**src/hw/dwp_pkg.sv**
```systemverilog
// shared constants and types for the dual wiper two-wire slave
package dwp_pkg;
    // fixed upper five bits of the 7-bit slave address
    localparam logic [4:0] ADDR_PREFIX      = 5'h0B;
    // address byte field positions
    localparam int         ADDR_RW_BIT      = 0;
    localparam int         ADDR_SEL_LO_BIT  = 1;
    localparam int         ADDR_SEL_HI_BIT  = 2;
    // instruction byte field positions
    localparam int         INSTR_CH_BIT     = 7;
    localparam int         INSTR_MID_BIT    = 6;
    localparam int         INSTR_SD_BIT     = 5;
    localparam int         INSTR_OUTB_BIT   = 4;
    localparam int         INSTR_OUTA_BIT   = 3;
    // bits per byte before the acknowledge slot
    localparam logic [3:0] BITS_PER_BYTE    = 4'h8;
    // values after reset
    localparam logic [7:0] WIPER_MIDSCALE   = 8'h80;
    localparam logic       LOGIC_OUT_RESET  = 1'b0;

    // serial engine states
    typedef enum logic [3:0] {
        ST_IDLE,
        ST_ADDR,
        ST_ADDR_ACK,
        ST_INSTR,
        ST_INSTR_ACK,
        ST_WDATA,
        ST_WDATA_ACK,
        ST_RDATA,
        ST_RACK
    } dwp_state_t;

    // true when an address byte names this device
    function automatic logic addr_hit(input logic [7:0] b, input logic hi, input logic lo);
        addr_hit = (b[7:3] == ADDR_PREFIX) && (b[ADDR_SEL_HI_BIT] == hi) && (b[ADDR_SEL_LO_BIT] == lo);
    endfunction
endpackage

```
**src/hw/dwp_wiper_if.sv**
```systemverilog
// link between the serial engine and the wiper latch bank
`timescale 1ns/10ps
interface dwp_wiper_if;
    logic       wr_en;
    logic       mid_en;
    logic       sel;
    logic [7:0] wr_data;
    logic [7:0] rd_data;
    logic [7:0] pos_a;
    logic [7:0] pos_b;

    modport ctl  (output wr_en, output mid_en, output sel, output wr_data,
                  input rd_data, input pos_a, input pos_b);
    modport bank (input wr_en, input mid_en, input sel, input wr_data,
                  output rd_data, output pos_a, output pos_b);
endinterface

```
**src/hw/dwp_i2c_slave.sv**
```systemverilog
// two-wire serial slave steering two wiper latches, two logic outputs and shutdown
`timescale 1ns/10ps
module dwp_i2c_slave
    import dwp_pkg::*;
(
    input  wire logic       mclk,
    input  wire logic       rstn,
    input  wire logic       clk_en,
    input  wire logic       scl_i,
    input  wire logic       sda_i,
    output logic            sda_o,
    output logic            sda_oe,
    input  wire logic       addr_select_pin_lo,
    input  wire logic       addr_select_pin_hi,
    input  wire logic       shutdown_pin_n,
    output logic [7:0]      wiper_pos_a,
    output logic [7:0]      wiper_pos_b,
    output logic            shutdown_a,
    output logic            shutdown_b,
    output logic            logic_out_a,
    output logic            logic_out_b,
    output logic            addressed
);
    import dwp_pkg::*;

    logic       rst_ff1_q;
    logic       rst_sync_n;
    logic [4:0] sync1_q;
    logic [4:0] sync2_q;
    logic       scl_d_q;
    logic       sda_d_q;
    dwp_state_t st_q;
    logic [3:0] cnt_q;
    logic [7:0] rx_q;
    logic [7:0] tx_q;
    logic       oe_q;
    logic       rw_q;
    logic       mack_q;
    logic       ch_sel_q;
    logic       out_a_q;
    logic       out_b_q;
    logic [1:0] soft_sd_q;
    logic       sd_a_q;
    logic       sd_b_q;
    logic       wr_en_q;
    logic       mid_en_q;
    logic [7:0] wr_data_q;

    dwp_wiper_if wif ();

    // reset released through two flip-flops
    always_ff @(posedge mclk or negedge rstn) begin
        if (!rstn) begin
            rst_ff1_q  <= 1'b0;
            rst_sync_n <= 1'b0;
        end else begin
            rst_ff1_q  <= 1'b1;
            rst_sync_n <= rst_ff1_q;
        end
    end

    // two-stage synchronisers for every pin input
    always_ff @(posedge mclk or negedge rst_sync_n) begin
        if (!rst_sync_n) begin
            sync1_q <= 5'h1F;
            sync2_q <= 5'h1F;
        end else if (clk_en) begin
            sync1_q <= {shutdown_pin_n, addr_select_pin_hi, addr_select_pin_lo, sda_i, scl_i};
            sync2_q <= sync1_q;
        end
    end

    wire scl_s  = sync2_q[0];
    wire sda_s  = sync2_q[1];
    wire sel_lo = sync2_q[2];
    wire sel_hi = sync2_q[3];
    wire shutdown_pin_n_n = sync2_q[4];

    // previous synchronised levels for edge finding
    always_ff @(posedge mclk or negedge rst_sync_n) begin
        if (!rst_sync_n) begin
            scl_d_q <= 1'b1;
            sda_d_q <= 1'b1;
        end else if (clk_en) begin
            scl_d_q <= scl_s;
            sda_d_q <= sda_s;
        end
    end

    // bus events
    wire scl_rise  = clk_en && scl_s && !scl_d_q;
    wire scl_fall  = clk_en && !scl_s && scl_d_q;
    wire start_det = clk_en && scl_s && scl_d_q && sda_d_q && !sda_s;
    wire stop_det  = clk_en && scl_s && scl_d_q && !sda_d_q && sda_s;
    wire byte_done = (cnt_q == BITS_PER_BYTE);
    wire hit       = addr_hit(rx_q, sel_hi, sel_lo);

    // serial engine: sample on clock rise, drive and advance on clock fall
    always_ff @(posedge mclk or negedge rst_sync_n) begin
        if (!rst_sync_n) begin
            st_q   <= ST_IDLE;
            cnt_q  <= 4'h0;
            rx_q   <= 8'h00;
            tx_q   <= 8'h00;
            oe_q   <= 1'b0;
            rw_q   <= 1'b0;
            mack_q <= 1'b0;
        end else if (start_det) begin
            st_q  <= ST_ADDR;
            cnt_q <= 4'h0;
            oe_q  <= 1'b0;
        end else if (stop_det) begin
            st_q <= ST_IDLE;
            oe_q <= 1'b0;
        end else if (scl_rise) begin
            rx_q   <= {rx_q[6:0], sda_s};
            cnt_q  <= cnt_q + 4'h1;
            mack_q <= !sda_s;
        end else if (scl_fall) begin
            unique case (st_q)
                ST_IDLE: begin
                    oe_q <= 1'b0;
                end
                ST_ADDR: begin
                    if (byte_done && hit) begin
                        st_q <= ST_ADDR_ACK;
                        oe_q <= 1'b1;
                        rw_q <= rx_q[ADDR_RW_BIT];
                    end else if (byte_done) begin
                        st_q <= ST_IDLE;
                    end
                end
                ST_ADDR_ACK: begin
                    cnt_q <= 4'h0;
                    if (rw_q) begin
                        st_q <= ST_RDATA;
                        tx_q <= {wif.rd_data[6:0], 1'b0};
                        oe_q <= !wif.rd_data[7];
                    end else begin
                        st_q <= ST_INSTR;
                        oe_q <= 1'b0;
                    end
                end
                ST_INSTR: begin
                    if (byte_done) begin
                        st_q <= ST_INSTR_ACK;
                        oe_q <= 1'b1;
                    end
                end
                ST_INSTR_ACK, ST_WDATA_ACK: begin
                    st_q  <= ST_WDATA;
                    cnt_q <= 4'h0;
                    oe_q  <= 1'b0;
                end
                ST_WDATA: begin
                    if (byte_done) begin
                        st_q <= ST_WDATA_ACK;
                        oe_q <= 1'b1;
                    end
                end
                ST_RDATA: begin
                    if (byte_done) begin
                        st_q <= ST_RACK;
                        oe_q <= 1'b0;
                    end else begin
                        oe_q <= !tx_q[7];
                        tx_q <= {tx_q[6:0], 1'b0};
                    end
                end
                ST_RACK: begin
                    cnt_q <= 4'h0;
                    if (mack_q) begin
                        st_q <= ST_RDATA;
                        tx_q <= {wif.rd_data[6:0], 1'b0};
                        oe_q <= !wif.rd_data[7];
                    end else begin
                        st_q <= ST_IDLE;
                        oe_q <= 1'b0;
                    end
                end
            endcase
        end
    end

    // instruction and data effects, taken when a byte completes
    wire instr_take = scl_fall && (st_q == ST_INSTR) && byte_done;
    wire data_take  = scl_fall && (st_q == ST_WDATA) && byte_done;

    always_ff @(posedge mclk or negedge rst_sync_n) begin
        if (!rst_sync_n) begin
            ch_sel_q  <= 1'b0;
            out_a_q   <= LOGIC_OUT_RESET;
            out_b_q   <= LOGIC_OUT_RESET;
            soft_sd_q <= 2'b00;
            wr_en_q   <= 1'b0;
            mid_en_q  <= 1'b0;
            wr_data_q <= 8'h00;
        end else if (clk_en) begin
            wr_en_q  <= data_take;
            mid_en_q <= instr_take && rx_q[INSTR_MID_BIT];
            if (data_take) begin
                wr_data_q <= rx_q;
            end
            if (instr_take) begin
                ch_sel_q  <= rx_q[INSTR_CH_BIT];
                out_b_q   <= rx_q[INSTR_OUTB_BIT];
                out_a_q   <= rx_q[INSTR_OUTA_BIT];
                // any new instruction ends earlier soft shutdown
                soft_sd_q <= rx_q[INSTR_SD_BIT] ? {rx_q[INSTR_CH_BIT], !rx_q[INSTR_CH_BIT]} : 2'b00;
            end
        end
    end

    // effective shutdown per channel, latch content untouched
    always_ff @(posedge mclk or negedge rst_sync_n) begin
        if (!rst_sync_n) begin
            sd_a_q <= 1'b0;
            sd_b_q <= 1'b0;
        end else if (clk_en) begin
            sd_a_q <= soft_sd_q[0] || !shutdown_pin_n_n;
            sd_b_q <= soft_sd_q[1] || !shutdown_pin_n_n;
        end
    end

    // bank request wiring
    assign wif.wr_en   = wr_en_q;
    assign wif.mid_en  = mid_en_q;
    assign wif.sel     = ch_sel_q;
    assign wif.wr_data = wr_data_q;

    dwp_wiper_bank u_bank (
        .mclk   (mclk),
        .rst_n  (rst_sync_n),
        .clk_en (clk_en),
        .wb     (wif.bank)
    );

    // pin and status outputs
    assign sda_o       = 1'b0;                                          // open drain: only pulls low
    assign sda_oe      = oe_q;
    assign wiper_pos_a = wif.pos_a;
    assign wiper_pos_b = wif.pos_b;
    assign shutdown_a  = sd_a_q;
    assign shutdown_b  = sd_b_q;
    assign logic_out_a = out_a_q;
    assign logic_out_b = out_b_q;
    assign addressed   = (st_q != ST_IDLE) && (st_q != ST_ADDR);

    chk_addr_miss: assert property (@(posedge mclk) disable iff (!rst_sync_n)
        (scl_fall && st_q == ST_ADDR && byte_done && !hit && !start_det && !stop_det) |=> st_q == ST_IDLE)
        else $error("unmatched address did not return to idle");

    chk_addr_ack: assert property (@(posedge mclk) disable iff (!rst_sync_n)
        (scl_fall && st_q == ST_ADDR && byte_done && hit && !start_det && !stop_det)
        |=> (st_q == ST_ADDR_ACK && sda_oe))
        else $error("matched address not acknowledged");

    chk_read_dir: assert property (@(posedge mclk) disable iff (!rst_sync_n)
        (scl_fall && st_q == ST_ADDR_ACK && rw_q && !start_det && !stop_det)
        |=> (st_q == ST_RDATA && sda_oe == !$past(wif.rd_data[7])))
        else $error("read direction did not start msb of latch");

    chk_instr_ack: assert property (@(posedge mclk) disable iff (!rst_sync_n)
        (st_q == ST_INSTR_ACK) |-> sda_oe)
        else $error("instruction byte not acknowledged");

    chk_scl_hold: assert property (@(posedge mclk) disable iff (!rst_sync_n)
        (scl_s && scl_d_q && $past(scl_s)) |-> $stable(sda_oe))
        else $error("data pin drive changed while clock high");

    chk_logic_out: assert property (@(posedge mclk) disable iff (!rst_sync_n)
        instr_take |=> (logic_out_a == $past(rx_q[3]) && logic_out_b == $past(rx_q[4])))
        else $error("logic outputs not loaded from instruction");

    chk_wiper_load: assert property (@(posedge mclk) disable iff (!rst_sync_n)
        (data_take && !ch_sel_q) ##1 clk_en |=> wiper_pos_a == $past(wr_data_q))
        else $error("data byte did not reach wiper a");

    chk_rack_release: assert property (@(posedge mclk) disable iff (!rst_sync_n)
        (st_q == ST_RACK) |-> !sda_oe)
        else $error("data pin held during master acknowledge");

    chk_stop_idle: assert property (@(posedge mclk) disable iff (!rst_sync_n)
        stop_det |=> (st_q == ST_IDLE && !sda_oe))
        else $error("stop did not release the slave");

    chk_pin_shutdown_pin_n: assert property (@(posedge mclk) disable iff (!rst_sync_n)
        (clk_en && !shutdown_pin_n_n) |=> (shutdown_a && shutdown_b))
        else $error("shutdown pin did not shut both channels");

    chk_wiper_load_b: assert property (@(posedge mclk) disable iff (!rst_sync_n)
        (data_take && ch_sel_q) ##1 clk_en |=> wiper_pos_b == $past(wr_data_q))
        else $error("data byte did not reach wiper b");

    chk_mid_recentre: assert property (@(posedge mclk) disable iff (!rst_sync_n)
        (instr_take && rx_q[INSTR_MID_BIT]) ##1 clk_en |=> (ch_sel_q ? wiper_pos_b : wiper_pos_a) == WIPER_MIDSCALE)
        else $error("midscale bit did not recentre the selected wiper");

    chk_soft_sd: assert property (@(posedge mclk) disable iff (!rst_sync_n)
        (instr_take && rx_q[INSTR_SD_BIT]) ##1 clk_en |=> (ch_sel_q ? shutdown_b : shutdown_a))
        else $error("soft shutdown bit did not shut the selected channel");

    chk_sd_release: assert property (@(posedge mclk) disable iff (!rst_sync_n)
        (instr_take && !rx_q[INSTR_SD_BIT]) ##1 (clk_en && shutdown_pin_n_n) |=> (!shutdown_a && !shutdown_b))
        else $error("new instruction did not end soft shutdown");

    chk_start_addr: assert property (@(posedge mclk) disable iff (!rst_sync_n)
        start_det |=> (st_q == ST_ADDR && cnt_q == 4'h0 && !sda_oe))
        else $error("start did not reopen address reception");

    chk_latch_hold: assert property (@(posedge mclk) disable iff (!rst_sync_n)
        (!wif.wr_en && !wif.mid_en) |=> ($stable(wiper_pos_a) && $stable(wiper_pos_b)))
        else $error("wiper latch changed without a write");

    chk_rdata_bits: assert property (@(posedge mclk) disable iff (!rst_sync_n)
        (scl_fall && st_q == ST_RDATA && !byte_done) |=> (sda_oe == !$past(tx_q[7])))
        else $error("read data bit not shifted out in order");
endmodule

```
**src/hw/dwp_wiper_bank.sv**
```systemverilog
// two 8-bit wiper position latches with midscale preset and registered readback
`timescale 1ns/10ps
module dwp_wiper_bank
    import dwp_pkg::*;
(
    input  wire logic  mclk,
    input  wire logic  rst_n,
    input  wire logic  clk_en,
    dwp_wiper_if.bank  wb
);
    logic [7:0] lat_q [2];
    logic [7:0] rd_q;

    // latches preset to midscale, written or recentred per channel
    always_ff @(posedge mclk or negedge rst_n) begin
        if (!rst_n) begin
            lat_q[0] <= WIPER_MIDSCALE;
            lat_q[1] <= WIPER_MIDSCALE;
        end else if (clk_en) begin
            if (wb.mid_en) begin
                lat_q[wb.sel] <= WIPER_MIDSCALE;
            end else if (wb.wr_en) begin
                lat_q[wb.sel] <= wb.wr_data;
            end
        end
    end

    // readback follows the selected channel one cycle late
    always_ff @(posedge mclk or negedge rst_n) begin
        if (!rst_n) begin
            rd_q <= WIPER_MIDSCALE;
        end else if (clk_en) begin
            rd_q <= lat_q[wb.sel];
        end
    end

    assign wb.rd_data = rd_q;
    assign wb.pos_a   = lat_q[0];
    assign wb.pos_b   = lat_q[1];
endmodule

```
**config.mk**
```make
export PLATFORM = sky130hd
export DESIGN_NAME = dwp_i2c_slave
export DESIGN_NICKNAME = d
export VERILOG_FILES = /design/src/hw/dwp_pkg.sv /design/src/hw/dwp_wiper_if.sv /design/src/hw/dwp_i2c_slave.sv /design/src/hw/dwp_wiper_bank.sv
export SDC_FILE = /design/constraint.sdc
export NUM_CORES = 1
export LEC_CHECK = 0
export ABC_CLOCK_PERIOD_IN_PS = 4530
export BUFFER_PORTS_ARGS = -buffer_cell sky130_fd_sc_hd__buf_2
export CORE_MARGIN = 1
export CORE_UTILIZATION = 50
export DETAILED_ROUTE_END_ITERATION = 12
export GPL_ROUTABILITY_DRIVEN = 0
export PLACE_DENSITY = 0.65
export SYNTH_ARGS = -nofsm -noshare
export SYNTH_HDL_FRONTEND = slang
export SYNTH_HIERARCHICAL = 1
export SYNTH_SLANG_ARGS = --single-unit
```
**constraint.sdc**
```tcl
create_clock -name mclk -period 4.53 [get_ports mclk]
set_clock_uncertainty 0.05 [all_clocks]
set_input_delay 0 -clock mclk [delete_from_list [all_inputs] [get_ports mclk]]
set_output_delay 0 -clock mclk [all_outputs]
set_load 0.01 [all_outputs]
```
==> metrics.csv, run 1 <==
stage,metric,value,unit
final_layout,layout_common_cells,"65 x dfrtp_1, 38 x mux2_2, 30 x o21ai_0",
detailed_routing,viasPerCell,5.703,
final_layout,area_growth_syn_to_layout,9.974,%
worst_setup_path,worstSetupPathType,flop to flop,
cts,numCtsBuffers,9,
sta,finalSetupViolCount,0,
worst_setup_path,regToRegStartpoint,st_q[2],
cts,cts_tree,built,
final_layout,final_common_cell,dfrtp_1,
worst_setup_path,crit_arrival,2.44,ns
detailed_routing,dr.pass1.iters,5,
worst_setup_path,cp_slowest_cell,dfrtp_1,
final_layout,final_net_count,368,
final_layout,num_antenna_cells,0,
detailed_routing,antenna_left,0,
status,outcome,"finished, final reports clean",
floorplan,ios,31,
place,numPortBuffers,29,
synth,syn-num-nets,343,
worst_setup_path,endpoint_kind,flop,
cts,cts_resized,0,
worst_setup_path,path_max_fanout,16,
cts,clk_latency,0.35,ns
final_layout,final_core_util,57.84,%
synth,synth_xor_xnor_area_share,0.9038,%
cts,h-tree-depth,3,
cts,cts.clk_slew.worst_paths,0.08,ns
sta,setup_tns,0,ns
detailed_routing,drt_iter0_drc,163,
global_routing,grt_max_degree,80,
floorplan,num_rows,31,
global_routing,antenna_found_initial,0,
floorplan,coreArea,7370,um^2
final_layout,design_area,4263,um^2
detailed_routing,routed_wl,7.546,mm
cts,clock-sinks,81,
synth,synth-edff-count,0,
sta,fin_crit_sh,49.68,%
sta,finalWorstSetupSlack,2.279,ns
worst_setup_path,worstPathCellList,nand4b_4 > nand2b_1 > a221oi_4 > mux2_2,
synth,yosys.area_share.simple,13.20,%
sta,tightest_slew,1.037,ns
synth,synth-async-reset-ratio,100.0,%
sta,fmax,444.3,MHz
final_layout,drive_gt1_share,30.30,%
sta,fin_hold_ws,0.1636,ns
synth,postSynthCellCount,333,
synth,synth_fa_ha_area_share,0.6456,%
power,p_leak,0.001884,uW
hold_path,hold_start,clk_en,
synth,synthesis.area,3876,um^2
cts,cts_setup_buffers,0,
worst_setup_path,ff2ff_path_depth,4,
synth,ys.flop_type,dfrtp_1,
final_layout,nFillCells,639,
sta,maxSlewViolCount,0,
synth,ys_seq_area_share,52.78,%
hold_path,whs_endpoint,sda_d_q,
synth,ys_ff_latch,81,
floorplan,initial_core_util,52.60,%
global_routing,grt_usage,19.96,%
synth,synth_top_family_by_area,multiplexers,
place,place_area,4014,um^2
cts,clk_path_buf_depth,2,
hold_path,hold_class,primary input to flop,
detailed_routing,routedWlPerCell,16.33,um
worst_setup_path,crit_family,flip-flops,
synth,synth.distinct_cells,66,
place,post-place-ws,2.224,ns
detailed_routing,vias,2635,
sta,rsz0062_at_grt,no,
power,worst_ir_drop_vdd,0.2005,mV
sta,maxSlewHeadroom,30.59,%
synth,yosysWarnings,6,
worst_setup_path,r2r_slack,2.28,ns
cts,root_buffer,clkbuf_8,
floorplan,die_w,90.05,um
synth,synth_area_per_cell,11.64,um^2
sta,finalHoldViolations,0,
detailed_routing,drc_errors,0,
worst_setup_path,cp_slowest_stage_delay,0.71,ns
synth,synth-compound-area-share,12.59,%
synth,muxShareOfSynthArea,15.04,%
worst_setup_path,path_buf_inv,0,
floorplan,fp.dieH,90.05,um
power,p_per_area,383.8,nW/um^2
global_routing,grt_pass1_wl,12.91,mm
hold_path,whs_path_depth,3,
global_routing,grt_pass1_vias,2547,
worst_setup_path,worstPathRequired,4.72,ns
floorplan,dieArea,8108,um^2
cts,cts_hold_buf,7,
place,place_hpwl,4.975,mm
flow_run,cap_violations,0,
worst_setup_path,startpoint_type,flop,
global_routing,overflow,0,
worst_setup_path,r2r_end,tx_q[2],
sta,fin_crit,2.251,ns
[synthesized netlist by cell type (3+ instances only)]
master,n,area (um^2)
nor2_1,15,56.30
buf_4,3,22.52
nand3_1,17,85.08
inv_1,12,45.04
clkbuf_1,5,18.77
dfstp_2,15,394.1
a21oi_1,12,60.06
nand2_1,13,48.80
xor2_1,3,26.28
nand3b_1,4,30.03
o21ai_0,30,150.1
a31oi_1,3,18.77
o21ai_1,7,35.03
nand2b_1,4,25.02
buf_2,8,40.04
buf_6,4,45.04
mux2_2,38,427.9
mux2_1,4,45.04
nor2b_1,3,18.77
mux2i_1,11,110.1
dfrtp_1,66,1652
[worst max path at each step]
stage               startpoint        endpoint  slack (ns)  depth (start not counted)
floorplan           rst_sync_n        ch_sel_q        2.08                          0
global placement        clk_en         rx_q[4]        2.29                          4
detailed placement      clk_en  wif.wr_data[7]        2.22                          5
CTS                    st_q[2]         tx_q[4]        2.27                          4
global route           st_q[2]         tx_q[2]        2.09                          4
finish                 st_q[2]         tx_q[2]        2.28                          4
[report_power, final]
group          switching (uW)  internal (uW)
clock network             272            201
logic                    99.2            121
registers                 126            818
total                     497           1140
[routing by layer]
metal	GRT usage [%]	vias up	wire, um
met5	0	-	0
met2	29.83	81	3507
met1	29.18	1295	3600
met4	8.199	0	115
li1	-	1248	-
met3	2.876	11	322
[sequential cells by signal, indices dropped and copies added, names as in the netlist, 2 cells and up]
register,flops
wif.wr_data,8
sync2_q,5
u_bank/wb.pos_a,8
soft_sd_q,2
rx_q,8
sync1_q,5
u_bank/wb.pos_b,8
u_bank/wb.rd_data,8
st_q,4
tx_q,7
cnt_q,4
[cell families (layout without fill, tap and decap cells)]
kind of cell / after synthesis / after routing
AO/OA/AOI/OAI: 76 / 76
XOR/XNOR: 4 / 4
adder cells (fa/ha/maj): 2 / 2
buffers and inverters: 34 / 64
flip-flops: 81 / 81
multiplexers: 53 / 53
other: 2 / 2
AND/OR/NAND/NOR: 81 / 81
[stage by stage]
| step | power [uW] | std cells |
|---|---|---|
| after CTS | 1659 | 462 |
| after global routing | 1727 | 462 |
| after detailed placement | 1173 | 439 |
| final | 1636 | 462 |
| after global placement | 1167 | 439 |
| after floorplan | 1097 | 333 |
[final cells by class]
| type | count | area [um^2] | area share [%] |
|---|---|---|---|
| multi-input cells | 218 | 1650 | 38.71 |
| flip-flops and latches | 81 | 2049 | 48.08 |
| clock inverters | 7 | 55.05 | 1.291 |
| repair buffers | 36 | 215.2 | 5.048 |
| clock buffers | 9 | 123.9 | 2.906 |
| inverters | 12 | 45.04 | 1.057 |
| well taps | 99 | 123.9 | 2.906 |
[worst register-to-register path, delay by kind of cell (launching register included)]
kind,cells,cell delay (ns)
flip-flops,1,0.71
AO/OA/AOI/OAI,1,0.45
multiplexers,1,0.39
AND/OR/NAND/NOR,2,0.54
Note: power is estimated with default switching activity, not from simulation.
==> run 2: changes to the inputs <==
ABC_AREA = 1   (was default)
ABC_CLOCK_PERIOD_IN_PS = 2200   (was 4530)
PLACE_DENSITY = 0.66   (was 0.65)
clock period = 2.2 ns   (was 4.53 ns; I/O delays follow)
==> run 2 against run 1 <==
Net effect: clock power is 130% higher; global-route usage up 1.3 points; wire length grew 1.7%; critical path depth increased by 4; sequential share of layout area decreased by 0.68 points; critical endpoint is now soft_sd_q[0]; cell count is 30% higher.
==> metrics.csv, run 2 <==
stage,metric,value,unit,change
status,outcome,"finished, final reports clean",,
floorplan,ios,31,,unchanged
place,dp_cells,573,,+31%
global_routing,overflow,0,,unchanged
sta,fin_crit,1.816,ns,-0.4343 ns
synth,syn-num-nets,463,,+35%
cts,root_buffer,clkbuf_8,,
floorplan,coreArea,7292,um^2,-1.1%
floorplan,dieArea,7932,um^2,-2.2%
global_routing,grt_pass1_vias,2739,,+7.5%
synth,ys_top_cells_by_count,"134 x nand2_1, 66 x dfrtp_1, 46 x o21ai_0, 41 x nand3_1, 37 x inv_1",,
synth,synth_top_area_share,43.58,%,+0.97 points
detailed_routing,dr.pass1.iters,4,,-1
final_layout,final_common_cell,nand2_1,,
cts,clock-sinks,81,,unchanged
worst_setup_path,worstSetupPathType,flop to flop,,
floorplan,die_w,89.06,um,-1.1%
synth,synth.distinct_cells,32,,-52%
power,internal_power,2483,uW,+120%
worst_setup_path,path_max_fanout,9,,-7
cts,cts_setup_buffers,0,,unchanged
synth,ys.flop_type,dfrtp_1,,
floorplan,fp.dieH,89.06,um,-1.1%
sta,setup_tns,0,ns,unchanged
worst_setup_path,path_buf_inv,2,,+2
global_routing,grt_usage,21.26,%,+1.3 points
power,p_per_area,855.1,nW/um^2,+120%
flow_run,cap_violations,0,,unchanged
worst_setup_path,cp_slowest_cell,dfrtp_1,,
place,place_hpwl,5.553,mm,+12%
detailed_routing,drc_errors,0,,unchanged
detailed_routing,drt_iter0_drc,189,,+16%
worst_setup_path,worstPathRequired,2.41,ns,-2.31 ns
worst_setup_path,startpoint_type,flop,,
final_layout,num_antenna_cells,0,,unchanged
detailed_routing,antenna_left,0,,unchanged
global_routing,grt_pass1_wl,12.79,mm,-0.91%
synth,synthesis.area,3790,um^2,-2.2%
power,p_sw,1215,uW,+140%
sta,fin_crit_sh,82.56,%,+33 points
detailed_routing,viasPerCell,4.993,,-12%
floorplan,num_rows,31,,unchanged
sta,finalSetupViolCount,0,,unchanged
synth,yosysMostFrequentCell,nand2_1,,
worst_setup_path,cp_slowest_stage_delay,0.41,ns,-0.30 ns
power,sw_frac_of_total,32.86,%,+2.5 points
worst_setup_path,path_depth,8,,+4
sta,rsz0062_at_grt,no,,
synth,yosysWarnings,6,,unchanged
cts,clk_latency,0.35,ns,about the same
cts,cts_tree,built,,
global_routing,antenna_found_initial,0,,unchanged
place,numPortBuffers,29,,unchanged
sta,fmax,550.6,MHz,+24%
power,power.total,3697,uW,+130%
worst_setup_path,worstPathCellList,inv_1 > ha_1 > nand2_1 > nor2_1 > nand2_1 > nor2_1 > inv_2 > o31ai_1,,
synth,postSynthCellCount,453,,+36%
cts,clk_path_buf_depth,2,,unchanged
detailed_routing,routedWlPerCell,12.82,um,-22%
power,power_frac_comb,21.3,%,+7.9 points
sta,finalHoldViolations,0,,unchanged
synth,synth-async-reset-ratio,100.0,%,unchanged
power,pwr-share-clk,29.0,%,about the same
worst_setup_path,endpoint_kind,flop,,
synth,ys_seq_area_share,53.98,%,+1.2 points
final_layout,drive_gt1_share,18.00,%,-12 points
detailed_routing,vias,2991,,+14%
synth,synth_top_area_cell,dfrtp_1,,
synth,synth.area.top_cells,"dfrtp_1 44%, nand2_1 13%, dfstp_2 10%, o21ai_0 6.1%, nand3_1 5.4%",,
synth,ys_ff_latch,81,,unchanged
final_layout,final_net_count,505,,+37%
power,seqPwrFrac,49.7,%,-8.0 points
final_layout,layout_common_cells,"134 x nand2_1, 65 x dfrtp_1, 46 x o21ai_0",,
power,p_leak,0.002222,uW,+18%
worst_setup_path,crit_arrival,2.03,ns,-0.41 ns
detailed_routing,routed_wl,7.678,mm,+1.7%
final_layout,area_growth_syn_to_layout,14.10,%,
synth,synth-edff-count,0,,unchanged
worst_setup_path,crit_family,simple AND/OR/NAND/NOR gates,,
hold_path,hold_class,flop to async pin,,
final_layout,stdcell_count,599,,+30%
power,worst_ir_drop_vdd,0.5432,mV,+170%
cts,cts_resized,0,,unchanged
global_routing,grt_max_degree,46,,-43%
cts,h-tree-depth,3,,unchanged
cts,cts.clk_slew.worst_paths,0.09,ns,about the same
floorplan,initial_core_util,51.97,%,-0.62 points
synth,synth_area_per_cell,8.366,um^2,-28%
worst_setup_path,ff2ff_path_depth,8,,+4
sta,maxSlewViolCount,0,,unchanged
cts,numCtsBuffers,9,,unchanged
==> run 2: repair_timing <==
action	CTS	global route
endpoints found under the hold margin	10	0
endpoints found under the setup margin	0	0
hold buffers	10	0
==> run 2: final timing paths <==
path,startpoint,to,slack (ns)
max in group asynchronous,rst_sync_n,sync2_q[1],1.38
min in group mclk,rst_ff1_q,rst_sync_n,0.31
worst min-delay path,rst_sync_n,shutdown_a,0.1
worst min register to register,rst_sync_n,shutdown_a,0.1
worst max register to register,cnt_q[0],soft_sd_q[0],0.38
worst max-delay path,cnt_q[0],soft_sd_q[0],0.38
==> run 2: cell families (layout without fill, tap and decap cells) <==
| group | Yosys count | after routing | synth area share, % |
|---|---|---|---|
| other cells | 2 | 2 | 0.1982 |
| mux | 9 | 9 | 2.476 |
| simple gates | 228 | 228 | 25.98 |
| compound gates | 76 | 76 | 10.30 |
| buf+inv | 55 | 102 | 6.404 |
| flops | 81 | 81 | 53.98 |
| fa+ha+maj | 2 | 2 | 0.6602 |
==> run 2: routing by layer <==
| metal | GRT usage [%] | wire, um | vias up |
|---|---|---|---|
| met4 | 8.514 | 121 | 0 |
| met3 | 2.862 | 206 | 13 |
| met5 | 0 | 0 | - |
| li1 | - | - | 1536 |
| met2 | 33.99 | 3581 | 55 |
| met1 | 29.56 | 3768 | 1387 |
==> run 2: final cells by class <==
| type | count | area [um^2] |
|---|---|---|
| inverters | 42 | 160.2 |
| fillers | 699 | 2968 |
| clock buffers | 10 | 127.6 |
| multi-input cells | 317 | 1501 |
| well taps | 99 | 123.9 |
| clock inverters | 6 | 66.31 |
| repair buffers | 44 | 295.3 |
| flip-flops and latches | 81 | 2049 |
==> run 2: stage by stage <==
stage	hold WS [ns]	instance area, um^2	utilization [%]	setup WS [ns]
2_1_floorplan	-0.3456	3791	-	0.6156
3_3_place_gp	-0.2650	4030	55.27	0.4790
3_5_place_dp	-0.2643	4030	55.27	0.3146
4_1_cts	0.1074	4324	59.30	0.3495
5_1_grt	0.1159	4324	59.30	0.1335
6_report	0.09989	4324	59.30	0.3838
==> run 2: power by group through the flow <==
stage | clock network (uW) | registers (uW) | logic [uW]
floorplan | 0 | 1840 | 586
global placement | 0 | 1860 | 760
detailed placement | 0 | 1870 | 774
CTS | 1100 | 1840 | 791
global route | 1160 | 1860 | 912
finish | 1070 | 1840 | 786
